$ cat src/rtl/fault_resp_defs.svh
`ifndef FAULT_RESP_DEFS_SVH
`define FAULT_RESP_DEFS_SVH

// hardware configuration register one: read fault exception enable position
`define CFG_ONE_RFX_BIT     46
`define CFG_ONE_WIDTH       64
`define CFG_ONE_RESET       64'h0000000000000000
// revision codes for the core variant parameter
`define CORE_REV_EARLY      1'b0
`define CORE_REV_LATE       1'b1
// depth of the pending-tag table
`define TAG_DEPTH           8
`define TAG_AW              3

`endif

$ cat src/rtl/fault_resp_pkg.sv
package fault_resp_pkg;

  typedef enum logic [1:0] {
    ST_RUN,
    ST_STALL,
    ST_MCHK,
    ST_CHECKSTOP
  } resp_state_t;

endpackage : fault_resp_pkg

$ cat src/rtl/fault_tag_mem.sv
`timescale 1ns/100ps
`include "fault_resp_defs.svh"

// remembers the fault mark of each outstanding fetch or load tag
module fault_tag_mem #(
  parameter int DEPTH = `TAG_DEPTH,
  parameter int AW    = `TAG_AW
) (
  // clock and reset
  input  wire logic          mclk,
  input  wire logic          reset_n,
  // write side: returned data with its fault mark
  input  wire logic          wr_en,
  input  wire logic [AW-1:0] wr_tag,
  input  wire logic          wr_fault,
  // read side: mark of the tag about to be used
  input  wire logic [AW-1:0] rd_tag,
  output logic               rd_fault
);

  logic [DEPTH-1:0] mark_reg;
  logic [DEPTH-1:0] mark_next;
  logic             rd_next;

  if (DEPTH != (1 << AW)) begin : g_bad_depth
    $error("fault_tag_mem: DEPTH must equal 2**AW");
  end

  always_comb begin
    mark_next = mark_reg;
    if (wr_en) begin
      mark_next[wr_tag] = wr_fault;
    end
    // bypass so a mark written this cycle reaches rd_fault at the next edge, together with the write
    rd_next = (wr_en && wr_tag == rd_tag) ? wr_fault : mark_reg[rd_tag];
  end

  always_ff @(posedge mclk or negedge reset_n) begin
    if (!reset_n) begin
      mark_reg <= '0;
      rd_fault <= 1'b0;
    end else begin
      mark_reg <= mark_next;
      rd_fault <= rd_next;
    end
  end

endmodule : fault_tag_mem

$ cat src/rtl/read_fault_machine_check.sv
// What this block does
// - enable bit 46 gates machine check generation
// - enable clear: fault never raises machine check
// - enable clear, later revision: faulty fetches and loads never execute
// - later revision: stall on non-speculative faulty use until asynchronous interrupt
// - earlier revision: keep running with faulty values
// - enable set: machine check before faulty use
// - enable set: check if enabled, else checkstop
`timescale 1ns/100ps
`include "fault_resp_defs.svh"

module read_fault_machine_check #(
  parameter logic CORE_REV = `CORE_REV_LATE,
  parameter int   DEPTH    = `TAG_DEPTH,
  parameter int   AW       = `TAG_AW
) (
  // clock and reset
  input  wire logic                      mclk,
  input  wire logic                      reset_n,
  // configuration register write port
  input  wire logic                      cfg_wr,
  input  wire logic [`CFG_ONE_WIDTH-1:0] cfg_wdata,
  output logic      [`CFG_ONE_WIDTH-1:0] hardware_config_reg_one,
  // machine state enable
  input  wire logic                      machine_check_enable,
  // returned data from cache or bus
  input  wire logic                      ret_valid,
  input  wire logic [AW-1:0]             ret_tag,
  input  wire logic                      core_fault_in,
  // execution side: instruction or load about to use a tag
  input  wire logic                      use_req,
  input  wire logic [AW-1:0]             use_tag,
  input  wire logic                      use_nonspec,
  output logic                           use_ok,
  output logic                           use_suppress,
  // asynchronous interrupt taken by the core
  input  wire logic                      async_irq_taken,
  // outcomes
  output logic                           core_stall,
  output logic                           mchk_irq,
  output logic                           checkstop
);

  ////////////////////////////////////////////////////////////////////////////

  if (`CFG_ONE_RFX_BIT >= `CFG_ONE_WIDTH) begin : g_bad_bit
    $error("read_fault_machine_check: enable bit outside register");
  end

  if (DEPTH != (1 << AW)) begin : g_bad_depth
    $error("read_fault_machine_check: DEPTH must equal 2**AW");
  end

  function automatic logic rfx_of(input logic [`CFG_ONE_WIDTH-1:0] r);
    rfx_of = r[`CFG_ONE_RFX_BIT];
  endfunction : rfx_of

  // where an enabled fault sends the core
  function automatic fault_resp_pkg::resp_state_t fault_target(
    input logic me
  );
    fault_target = me ? fault_resp_pkg::ST_MCHK
                      : fault_resp_pkg::ST_CHECKSTOP;
  endfunction : fault_target

  ////////////////////////////////////////////////////////////////////////////
  // configuration register

  logic [`CFG_ONE_WIDTH-1:0] cfg_reg;
  logic [`CFG_ONE_WIDTH-1:0] cfg_next;
  logic                      read_fault_exception_enable;

  always_comb begin
    cfg_next = cfg_wr ? cfg_wdata : cfg_reg;
  end

  always_ff @(posedge mclk or negedge reset_n) begin
    if (!reset_n) begin
      cfg_reg <= `CFG_ONE_RESET;
    end else begin
      cfg_reg <= cfg_next;
    end
  end

  assign hardware_config_reg_one     = cfg_reg;
  assign read_fault_exception_enable = rfx_of(cfg_reg);

  ////////////////////////////////////////////////////////////////////////////
  // fault marks per outstanding tag, filled by outside logic

  logic use_fault;

  fault_tag_mem #(
    .DEPTH (DEPTH),
    .AW    (AW)
  ) u_marks (
    .mclk     (mclk),
    .reset_n  (reset_n),
    .wr_en    (ret_valid),
    .wr_tag   (ret_tag),
    .wr_fault (core_fault_in),
    .rd_tag   (use_tag),
    .rd_fault (use_fault)
  );

  // the mark lands one cycle after the tag; align the request with it
  logic          use_req_reg;
  logic          use_req_next;
  logic          nonspec_reg;
  logic          nonspec_next;

  always_comb begin
    use_req_next = use_req;
    nonspec_next = use_nonspec;
  end

  always_ff @(posedge mclk or negedge reset_n) begin
    if (!reset_n) begin
      use_req_reg <= 1'b0;
      nonspec_reg <= 1'b0;
    end else begin
      use_req_reg <= use_req_next;
      nonspec_reg <= nonspec_next;
    end
  end

  ////////////////////////////////////////////////////////////////////////////
  // response state machine

  fault_resp_pkg::resp_state_t state_reg;
  fault_resp_pkg::resp_state_t state_next;
  logic                        bad_use;
  logic                        fault_evt;

  assign bad_use   = use_req_reg && use_fault;
  assign fault_evt = ret_valid && core_fault_in;

  always_comb begin
    state_next = state_reg;
    case (state_reg)
      fault_resp_pkg::ST_RUN: begin
        if (read_fault_exception_enable && fault_evt) begin
          state_next = fault_target(machine_check_enable);
        end else if (!read_fault_exception_enable && bad_use &&
                     nonspec_reg && CORE_REV == `CORE_REV_LATE) begin
          state_next = fault_resp_pkg::ST_STALL;
        end
      end
      fault_resp_pkg::ST_STALL: begin
        if (async_irq_taken) begin
          state_next = fault_resp_pkg::ST_RUN;
        end
      end
      fault_resp_pkg::ST_MCHK: begin
        // a fault arriving while the pulse stands is not lost
        if (read_fault_exception_enable && fault_evt) begin
          state_next = fault_target(machine_check_enable);
        end else begin
          state_next = fault_resp_pkg::ST_RUN;
        end
      end
      fault_resp_pkg::ST_CHECKSTOP: begin
        state_next = fault_resp_pkg::ST_CHECKSTOP;
      end
      default: begin
        state_next = fault_resp_pkg::ST_RUN;
      end
    endcase
  end

  always_ff @(posedge mclk or negedge reset_n) begin
    if (!reset_n) begin
      state_reg <= fault_resp_pkg::ST_RUN;
    end else begin
      state_reg <= state_next;
    end
  end

  ////////////////////////////////////////////////////////////////////////////
  // outcome flags, registered from the next state so they track state_reg

  logic stall_reg;
  logic stall_next;
  logic mchk_reg;
  logic mchk_next;
  logic cstop_reg;
  logic cstop_next;

  always_comb begin
    stall_next = (state_next == fault_resp_pkg::ST_STALL) ||
                 (state_next == fault_resp_pkg::ST_CHECKSTOP);
    // only reachable with the enable set
    mchk_next  = (state_next == fault_resp_pkg::ST_MCHK);
    cstop_next = (state_next == fault_resp_pkg::ST_CHECKSTOP);
  end

  always_ff @(posedge mclk or negedge reset_n) begin
    if (!reset_n) begin
      stall_reg <= 1'b0;
      mchk_reg  <= 1'b0;
      cstop_reg <= 1'b0;
    end else begin
      stall_reg <= stall_next;
      mchk_reg  <= mchk_next;
      cstop_reg <= cstop_next;
    end
  end

  ////////////////////////////////////////////////////////////////////////////
  // outputs

  logic suppress;

  always_comb begin
    // earlier revision lets faulty values through when disabled
    suppress = bad_use &&
               (read_fault_exception_enable ||
                CORE_REV == `CORE_REV_LATE);
  end

  assign use_suppress = use_req_reg && (suppress ||
                        state_reg != fault_resp_pkg::ST_RUN);
  assign use_ok       = use_req_reg && !use_suppress;
  assign core_stall   = stall_reg;
  assign mchk_irq     = mchk_reg;
  assign checkstop    = cstop_reg;

endmodule : read_fault_machine_check

$ cat config.mk
export PLATFORM = sky130hd
export DESIGN_NAME = read_fault_machine_check
export DESIGN_NICKNAME = d
export VERILOG_FILES = /design/src/rtl/fault_resp_pkg.sv /design/src/rtl/fault_tag_mem.sv /design/src/rtl/read_fault_machine_check.sv
export VERILOG_INCLUDE_DIRS = /design/src /design/src/rtl
export SDC_FILE = /design/constraint.sdc
export NUM_CORES = 1
export LEC_CHECK = 0
export BUFFER_PORTS_ARGS = -buffer_cell sky130_fd_sc_hd__buf_4
export CAP_MARGIN = 40
export CORE_ASPECT_RATIO = 1.4
export CORE_MARGIN = 2
export CORE_UTILIZATION = 45
export CTS_BUF_LIST = sky130_fd_sc_hd__clkbuf_16
export CTS_CLUSTER_SIZE = 10
export DETAILED_ROUTE_END_ITERATION = 6
export PLACE_DENSITY = 0.78
export SLEW_MARGIN = 20
export SYNTH_ARGS = -nofsm -noshare
export SYNTH_HDL_FRONTEND = slang
export SYNTH_SLANG_ARGS = --single-unit
$ cat constraint.sdc
create_clock -name mclk -period 2.6 [get_ports mclk]
set_input_delay 0.52 -clock mclk [delete_from_list [all_inputs] [get_ports mclk]]
set_output_delay 0.52 -clock mclk [all_outputs]
set_load 0.02 [all_outputs]
==> out/results.tsv, run 1 <==
metric	value	unit
status	finished, final reports clean	
dieArea	0.00765	mm2
cp_slowest_stage_delay	0.41	ns
relSlewSlack	67.0	%
nNetsFinal	428	
timing.hold.ws	0.154	ns
p_leak	2.20	nW
htree_levels	3	
nFillCells	556	
synth_top_area_share	64.0	%
cp_max_fo	4	
cts_resized	0	
finalCritPeriodShare	67.6	%
syn_area	0.00313	mm2
rsz0062_at_grt	false	
worstPathCellList	nor3_1 -> and2_1 -> buf_4	
grt_pass1_vias	2358	
area_growth	47.0	%
grt_use_total	19.1	%
skew	0.00214	ns
drt-met1-wl	2.39	mm
route.met3.wl	360	um
routed.top_layer	met4	
synth_area_per_cell	15.8	um2
path_delay_family	flip-flops	
vias	2191	
hpwl	5.20	mm
critPathSlowestCell	dfrtp_1	
drive_gt1_share	66.2	%
largest_reg_flops	64	
grt_max_degree	45	
power.total	0.00326	W
ys_ff_latch	80	
cts_tree	done	
synthDistinctLibCells	22	
drc	0	
io_pins	148	
synth_largest_area_cell	dfrtp_1	
cts-buffers-inserted	9	
drv_cap	0	
cp-end-kind	output port	
arrival	1.24	ns
cts.hold.buffers_added	0	
path_class	reg -> out	
drt_iter0_drc	98	
start_kind	flip-flop	
finalSetupViolCount	0	
cts.clk_slew.worst_paths	0.05	ns
clock-sinks	80	
met2_length	3.95	mm
die_w	74.5	um
grt_pass1_wl	11.0	mm
start_util	45.7	%
synth.area.top_cells	dfrtp_1 (64%), mux2_2 (26%), mux4_1 (1.7%)	
ys_warn_count	0	
drt_first_pass_iters	4	
port_buffers	147	
vdd_drop_max	0.000467	V
fin_crit	1.76	ns
cp.required	2.08	ns
die_h	103	um
finalHoldViolCount	0	
synth_nets	277	
ys_seq_area_share	64.0	%
wire_per_inst	15.5	um
cts_setup_buffers	0	
worst-path-buf-inv	1	
placementRows	36	
insertion_delay	0.32	ns
hold_path.class	in -> async	
via_per_inst	4.90	
finalSetupTns	0	ns
routed_wl	6.93	mm
fmax	569	MHz
antenna_found_initial	0	
tightest_slew	0.495	ns
cts_buffer_depth	2	
slew_violations	0	
multi_input_area	0.00108	mm2
seq_area	0.00200	mm2
core-area	0.00685	mm2
antenna_cells	0	
overflow	0	
gp_congestion	0.774	
synthesis.instances	198	
ant_nets	0	
power.density	710	mW/mm2
cts_root_buf	clkbuf_16	
metrics by stage:
step	setup WS (ns)	util (%)	std cells	cell area [um2]
3_5_place_dp	0.768	63.6	433	4360
5_1_grt	0.775	67.2	447	4600
4_1_cts	0.829	67.2	447	4600
6_report	0.844	67.2	447	4600
2_1_floorplan	0.942	-	198	3130
3_3_place_gp	0.808	63.6	433	4360
per-layer routing:
layer | up-vias | global-route usage, %
met2 | 78 | 33.7
met4 | 0 | 10.6
met5 | - | 0
met3 | 16 | 4.79
li1 | 1004 | -
met1 | 1093 | 20.6
logic make-up after synthesis:
family,count (synthesis),share of synthesized area [%]
XOR/XNOR,3,0.840
flip-flops,80,64.0
AND/OR/NAND/NOR,24,4.60
multiplexers,75,28.1
buffers and inverters,12,1.64
AO/OA/AOI/OAI,4,0.879
final timing paths:
check / startpoint / end / slack [ns] / cells after the start
worst max register to register: u_marks.mark_reg[1]$_DFFE_PN0P_ / u_marks.rd_fault$_DFF_PN0_ / 1.07 / 3
worst min-delay path: reset_n / hardware_config_reg_one[10]$_DFFE_PN0P_ / 0.15 / 1
min in group mclk: use_req / use_req_reg$_DFF_PN0_ / 0.30 / 1
worst max-delay path: state_reg[1]$_DFF_PN0_ / use_ok / 0.84 / 3
max in group asynchronous: reset_n / hardware_config_reg_one[7]$_DFFE_PN0P_ / 1.84 / 2
worst min register to register: hardware_config_reg_one[8]$_DFFE_PN0P_ / hardware_config_reg_one[8]$_DFFE_PN0P_ / 0.51 / 1
worst register-to-register path, cell delays in order (launching register included):
cell	delay, ns
dfrtp_1	0.38
mux4_1	0.51
mux2_2	0.27
mux2_4	0.25
cell usage after synthesis:
cell type and count:
and4b_1 3, o21ai_0 1, nand4b_1 2, nor3_1 4, a21oi_1 1, nand2_1 4
and2_1 1, nor3b_1 2, mux2_4 1, nor2b_1 1, clkbuf_1 5, mux2_2 72
mux4_1 2, dfrtp_1 80, nand4_1 2, nor2_1 4, nand2b_1 1, xnor2_1 3
inv_1 2, o21ba_2 1, buf_2 5, a211oi_1 1
power by group:
group          internal (W)  switching (W)  leakage [nW]
combinational      0.000382       0.000339          1.13
clock              0.000618       0.000437         0.126
sequential          0.00140      0.0000873         0.946
total               0.00240       0.000863          2.20
area by class of cell:
cell class                      count  area share (%)
Clock buffer                        9            4.90
Clock inverter                      5           0.408
Inverter                            2           0.163
Multi-Input combinational cell    106            23.4
Sequential cell                    80            43.5
Tap cell                           95            2.58
Timing Repair Buffer              150            25.0
placed cells by master (no fill, tap or decap):
| cell type | n |
|---|---|
| buf_4 | 148 |
| dfrtp_1 | 80 |
| mux2_2 | 72 |
| clkbuf_16 | 9 |
| inv_1 | 4 |
| nand2_1 | 4 |
| nor2_1 | 4 |
| nor3_1 | 4 |
| and4b_1 | 3 |
| xnor2_1 | 3 |
| clkinv_1 | 3 |
| mux4_1 | 2 |
| nand4_1 | 2 |
| nand4b_1 | 2 |
| nor3b_1 | 2 |
| buf_12 | 2 |
| a21oi_1 | 1 |
| a211oi_1 | 1 |
| o21ba_2 | 1 |
| nor2b_1 | 1 |
| and2_1 | 1 |
| mux2_4 | 1 |
| nand2b_1 | 1 |
| o21ai_0 | 1 |
No activity file was read; power rests on OpenSTA's default activity.
==> inputs of run 2 (changes only) <==
--- a/config.mk
+++ b/config.mk
@@ -6,15 +6,16 @@
 export SDC_FILE = /design/constraint.sdc
 export NUM_CORES = 1
 export LEC_CHECK = 0
+export ABC_AREA = 1
 export BUFFER_PORTS_ARGS = -buffer_cell sky130_fd_sc_hd__buf_4
 export CAP_MARGIN = 40
 export CORE_ASPECT_RATIO = 1.4
 export CORE_MARGIN = 2
-export CORE_UTILIZATION = 45
+export CORE_UTILIZATION = 42
 export CTS_BUF_LIST = sky130_fd_sc_hd__clkbuf_16
 export CTS_CLUSTER_SIZE = 10
 export DETAILED_ROUTE_END_ITERATION = 6
-export PLACE_DENSITY = 0.78
+export PLACE_DENSITY = 0.75
 export SLEW_MARGIN = 20
 export SYNTH_ARGS = -nofsm -noshare
 export SYNTH_HDL_FRONTEND = slang
==> constraint.sdc (replaced) <==
create_clock -name mclk -period 1.44 [get_ports mclk]
set_input_delay 0.288 -clock mclk [delete_from_list [all_inputs] [get_ports mclk]]
set_output_delay 0.288 -clock mclk [all_outputs]
set_load 0.02 [all_outputs]
==> out/results.tsv, run 2 <==
metric	value	unit
synth_flop_cell	dfrtp_1	
final_common_cell	buf_4	
utilization	63.3	%
dpl.cell_count	478	
io_pins	148	
yosys.area_share.xor_xnor	0	%
synth_compound_area_share	3.85	%
largest_reg_flops	64	
cts.clk_slew.worst_paths	0.06	ns
relSlewSlack	78.3	%
cp-end-kind	output port	
finalCritPeriodShare	102	%
synthDistinctLibCells	19	
drc	0	
vdd_drop_max	0.000617	V
skew	0.00460	ns
finalSetupViolCount	2	
tightest_slew	0.323	ns
hpwl	5.55	mm
worstPathCellList	inv_2 -> nand2_2 -> o21a_1 -> buf_6	
rsz0062_at_grt	true	
nNetsFinal	472	
start_util	43.2	%
p_leak	2.49	nW
synth_area_per_cell	14.3	um2
syn_area	0.00335	mm2
timing.hold.ws	0.0747	ns
hold_depth	1	
grt_use_total	18.3	%
vias	2392	
nFillCells	623	
muxShareOfSynthArea	26.6	%
crit_cells	4	
synthesis.instances	234	
overflow	0	
area_growth	46.5	%
routed_wl	7.68	mm
cp.required	1.15	ns
synth_largest_area_cell	dfrtp_1	
multi_input_area	0.00123	mm2
cp_slowest_stage_delay	0.39	ns
wire_per_inst	15.4	um
violations	setup timing	
htree_levels	3	
yosys.area_share.simple	6.05	%
reg2regPathDepth	7	
synthArstFlopShare	100	%
drt_iter0_drc	145	
dieArea	0.00871	mm2
ys_seq_area_share	59.8	%
cts_tree	done	
path_delay_family	flip-flops	
insertion_delay	0.33	ns
antenna_found_initial	0	
p_sw	0.00153	W
seqPwrFrac	43.8	%
fin_cells	497	
grt_pass1_wl	12.1	mm
place_ws	0.229	ns
fmax	681	MHz
cts_buffer_depth	2	
ys_ff_latch	80	
yosys-top-cells-count	dfrtp_1 (80), mux2_4 (48), nand2_1 (22)	
pwr-share-comb	20.6	%
slew_violations	0	
synth.area.top_cells	dfrtp_1 (60%), mux2_4 (22%), mux2_2 (5.0%)	
drt_first_pass_iters	4	
port_buffers	147	
synth-adder-area-share	0	%
antenna_cells	0	
worst-path-buf-inv	2	
synth_top_family_by_area	multiplexers	
synth_edf_count	0	
layout_common_cells	buf_4 (149), dfrtp_1 (80), mux2_4 (48)	
cts_root_buf	clkbuf_16	
finalHoldViolCount	0	
ant_nets	0	
cts-buffers-inserted	9	
drv_cap	0	
core-area	0.00775	mm2
start_kind	flip-flop	
arrival	1.18	ns
path_class	reg -> out	
synth_nets	313	
hold_path.class	in -> reg	
seq_area	0.00200	mm2
die_w	79.5	um
via_per_inst	4.81	
status	finished, violations left	
cp_max_fo	3	
critPathSlowestCell	dfrtp_1	
fin_crit	1.47	ns
power.total	0.00599	W
die_h	110	um
placementRows	38	
ys_warn_count	0	
grt_pass1_vias	2537	
synth_top_area_share	59.8	%
gp_congestion	0.862	
grt_max_degree	40	
power_switching_share	25.6	%
drive_gt1_share	59.2	%
clock-sinks	80	
internal-power	0.00446	W
power.density	1220	mW/mm2
worst_slack	-0.0283	ns
clkPwrFrac	35.6	%
synth.most_common_cell	dfrtp_1	
==> run 2: per-layer routing <==
| metal | part of all wire, % | GRT usage, % |
|---|---|---|
| met5 | 0 | 0 |
| met1 | 38 | 21.6 |
| met2 | 53 | 30.4 |
| met4 | 2.2 | 9.61 |
| met3 | 6.6 | 4.84 |
==> run 2: final cells by class <==
class / count / share of cell area, %
sequential: 80 / 40.8
inverter: 14 / 1.07
clock buffer: 9 / 4.59
multi-input combinational: 133 / 25.1
timing repair buffer: 155 / 24.9
tap: 100 / 2.55
clock inverter: 6 / 1.05
==> run 2: what timing repair did <==
| action | in CTS | in global routing |
|---|---|---|
| resized for setup | 4 | 1 |
| pin swaps | 0 | 1 |
| hold buffers | 1 | 0 |
| setup endpoints to repair | 2 | 2 |
| hold endpoints to repair | 21 | 0 |
| buffers inserted | 1 | 2 |
==> run 2: worst paths after layout <==
| kind | from | slack, ns | to |
|---|---|---|---|
| worst max-delay path | state_reg[0]$_DFF_PN0_ | -0.03 | use_suppress |
| worst max register to register | state_reg[0]$_DFF_PN0_ | 0.27 | mchk_irq$_DFF_PN0_ |
| min in group asynchronous | reset_n | 0.41 | hardware_config_reg_one[55]$_DFFE_PN0P_ |
| worst min-delay path | use_nonspec | 0.07 | nonspec_reg$_DFF_PN0_ |
| worst min register to register | hardware_config_reg_one[29]$_DFFE_PN0P_ | 0.51 | hardware_config_reg_one[29]$_DFFE_PN0P_ |
| max in group asynchronous | reset_n | 0.56 | hardware_config_reg_one[21]$_DFFE_PN0P_ |
==> run 2: worst reg2reg max path, delay by kind of cell (launching register included) <==
family / cells / cell delay (ns)
AOI/OAI and AO/OA: 1 / 0.13
DFF: 1 / 0.37
buffers and inverters: 3 / 0.30
and+or+nand+nor: 3 / 0.26
==> run 2: through the flow <==
step	setup TNS (ns)	cell area, um2
after global routing	-0.140	4900
after floorplan	0	3350
after CTS	-0.0565	4890
after detailed placement	0	4580
final	-0.0454	4900
after global placement	0	4580
==> run 2: cell families (layout without fill, tap and decap cells) <==
group / after synthesis / count (layout)
AOI/OAI and AO/OA: 23 / 23
DFF: 80 / 80
buffers and inverters: 21 / 184
muxes: 63 / 63
and+or+nand+nor: 47 / 47
==> run 2: power groups by stage <==
stage	clock network (W)	registers (W)	logic, W
2_1_floorplan	0	0.00286	0.000425
3_3_place_gp	0	0.00265	0.00122
3_5_place_dp	0	0.00266	0.00124
4_1_cts	0.00221	0.00263	0.00125
5_1_grt	0.00229	0.00265	0.00132
6_report	0.00213	0.00263	0.00123
==> inputs of run 3 (changes only) <==
--- a/config.mk
+++ b/config.mk
@@ -11,12 +11,13 @@
 export CAP_MARGIN = 40
 export CORE_ASPECT_RATIO = 1.4
 export CORE_MARGIN = 2
-export CORE_UTILIZATION = 42
+export CORE_UTILIZATION = 43
 export CTS_BUF_LIST = sky130_fd_sc_hd__clkbuf_16
 export CTS_CLUSTER_SIZE = 10
 export DETAILED_ROUTE_END_ITERATION = 6
-export PLACE_DENSITY = 0.75
+export PLACE_DENSITY = 0.76
 export SLEW_MARGIN = 20
 export SYNTH_ARGS = -nofsm -noshare
 export SYNTH_HDL_FRONTEND = slang
+export SYNTH_HIERARCHICAL = 1
 export SYNTH_SLANG_ARGS = --single-unit
==> out/results.tsv, run 3 <==
metric	value	unit
slew_violations	0	
die_w	80	um
drive_gt1_share	59.5	%
seq_area	0.00200	mm2
cts_buffer_depth	2	
wire_per_inst	15.1	um
ys_ff_latch	80	
via_per_inst	4.77	
ant_nets	0	
cts-buffers-inserted	9	
die_h	110	um
cp-end-kind	output port	
rsz0062_at_grt	true	
start_kind	flip-flop	
power.density	1210	mW/mm2
grt_pass1_wl	12.0	mm
drt_first_pass_iters	4	
multi_input_area	0.00129	mm2
grt_pass1_vias	2538	
gp_congestion	0.773	
drc	0	
syn_area	0.00348	mm2
fmax	710	MHz
cp_max_fo	3	
nFillCells	616	
status	finished, final reports clean	
timing.rr.start	state_reg[1]$_DFF_PN0_	
clock-sinks	80	
place_area	0.00467	mm2
hpwl	5.69	mm
vias	2420	
yosys-top-cells-count	dfrtp_1 (80), mux2_4 (60), nand2_1 (26)	
vdd_drop_max	0.000786	V
critPathSlowestCell	dfrtp_1	
drt_iter0_drc	78	
finalCritPeriodShare	97.8	%
critPathCapture	use_ok	
dieArea	0.00883	mm2
fin_crit	1.41	ns
antenna_found_initial	0	
port_buffers	147	
reg2regPathDepth	6	
synth.most_common_cell	dfrtp_1	
cts_tree	done	
design_area	0.00499	mm2
io_pins	148	
synth_area_per_cell	14.5	um2
nNetsFinal	481	
layout_common_cells	buf_4 (155), dfrtp_1 (80), mux2_4 (60)	
synth_nets	318	
timing.hold.ws	0.0626	ns
routed_wl	7.68	mm
hold_path.class	in -> reg	
antenna_cells	0	
path_class	reg -> out	
synthArstFlopShare	100	%
relSlewSlack	71.3	%
ys_seq_area_share	57.6	%
path_delay_family	flip-flops	
grt_max_degree	81	
worstPathCellList	inv_2 -> nand2_2 -> nor3_2 -> buf_4	
grt_use_total	17.9	%
tightest_slew	0.430	ns
cts_root_buf	clkbuf_16	
synth_edf_count	0	
drv_cap	0	
synth.area.top_cells	dfrtp_1 (58%), mux2_4 (26%), buf_12 (3.5%)	
area_growth	43.6	%
power.total	0.00603	W
insertion_delay	0.33	ns
arrival	1.12	ns
placementRows	38	
final_common_cell	buf_4	
crit_cells	4	
synth_largest_area_cell	dfrtp_1	
synthDistinctLibCells	17	
cp.required	1.15	ns
synth_top_area_share	57.6	%
synthesis.instances	239	
startpoint	state_reg[1]$_DFF_PN0_	
p_leak	2.59	nW
synth_flop_cell	dfrtp_1	
skew	0.00494	ns
core-area	0.00780	mm2
cp_slowest_stage_delay	0.40	ns
overflow	0	
htree_levels	3	
cts.clk_slew.worst_paths	0.06	ns
ys_warn_count	6	
finalSetupViolCount	0	
start_util	44.6	%
rrSetupSlack	0.37	ns
finalHoldViolCount	0	
largest_reg_flops	64	
timing.rr.end	mchk_irq$_DFF_PN0_	
worst-path-buf-inv	2	
-- run 3: metrics by stage --
step / TNS (ns) / utilization [%] / std cells / setup WS, ns
floorplan: 0 / - / 239 / 0.162
global placement: 0 / 59.9 / 487 / 0.219
detailed placement: 0 / 59.9 / 487 / 0.184
CTS: 0 / 63.9 / 506 / 0.00000144
global route: -0.0573 / 64.0 / 507 / -0.0410
finish: 0 / 64.0 / 507 / 0.0311
-- run 3: cells by family (layout without fill, tap and decap cells) --
| family | Yosys count | in the layout | synth area share, % |
|---|---|---|---|
| flip-flops | 80 | 80 | 57.6 |
| multiplexers | 64 | 64 | 27.2 |
| AND/OR/NAND/NOR | 52 | 52 | 6.37 |
| AO/OA/AOI/OAI | 20 | 20 | 3.35 |
| buffers and inverters | 23 | 191 | 5.51 |
-- run 3: how the worst min path moves through the flow --
stage | from | endpoint | cells past startpoint
floorplan | reset_n | checkstop$_DFF_PN0_ | 0
global placement | reset_n | use_req_reg$_DFF_PN0_ | 2
detailed placement | reset_n | core_stall$_DFF_PN0_ | 2
CTS | use_nonspec | nonspec_reg$_DFF_PN0_ | 1
global route | use_nonspec | nonspec_reg$_DFF_PN0_ | 1
finish | use_nonspec | nonspec_reg$_DFF_PN0_ | 1
-- run 3: power by group --
group / leakage (nW) / internal [W] / switching (W)
combinational: 1.52 / 0.000694 / 0.000571
clock: 0.147 / 0.00131 / 0.000819
sequential: 0.922 / 0.00249 / 0.000147
total: 2.59 / 0.00449 / 0.00154
-- run 3: worst reg2reg max path: cells and delay by family, from the launching register on --
| family | cells | cell delay [ns] |
|---|---|---|
| flops | 1 | 0.40 |
| compound gates | 1 | 0.05 |
| buf+inv | 2 | 0.18 |
| simple gates | 3 | 0.38 |
-- run 3: layout make-up --
class / count / area share (%)
repair buffers: 159 / 24.7
multi-input cells: 136 / 25.9
clock inverters: 7 / 1.10
flip-flops and latches: 80 / 40.1
inverters: 16 / 1.20
clock buffers: 9 / 4.51
well taps: 100 / 2.51
-- run 3: per-layer routing --
layer | track usage (%) | vias up | wire length, um
met5 | 0 | - | 0
met4 | 6.55 | 0 | 156
met3 | 5.72 | 13 | 471
met2 | 31.4 | 82 | 4280
met1 | 19.8 | 1189 | 2770
li1 | - | 1136 | -
-- run 3: repair_timing --
action / 4_1_cts / 5_1_grt
resized for setup: 3 / 1
hold buffers: 1 / 0
endpoints found under the hold margin: 27 / 0
buffers inserted: 2 / 1
setup endpoints to repair: 1 / 2
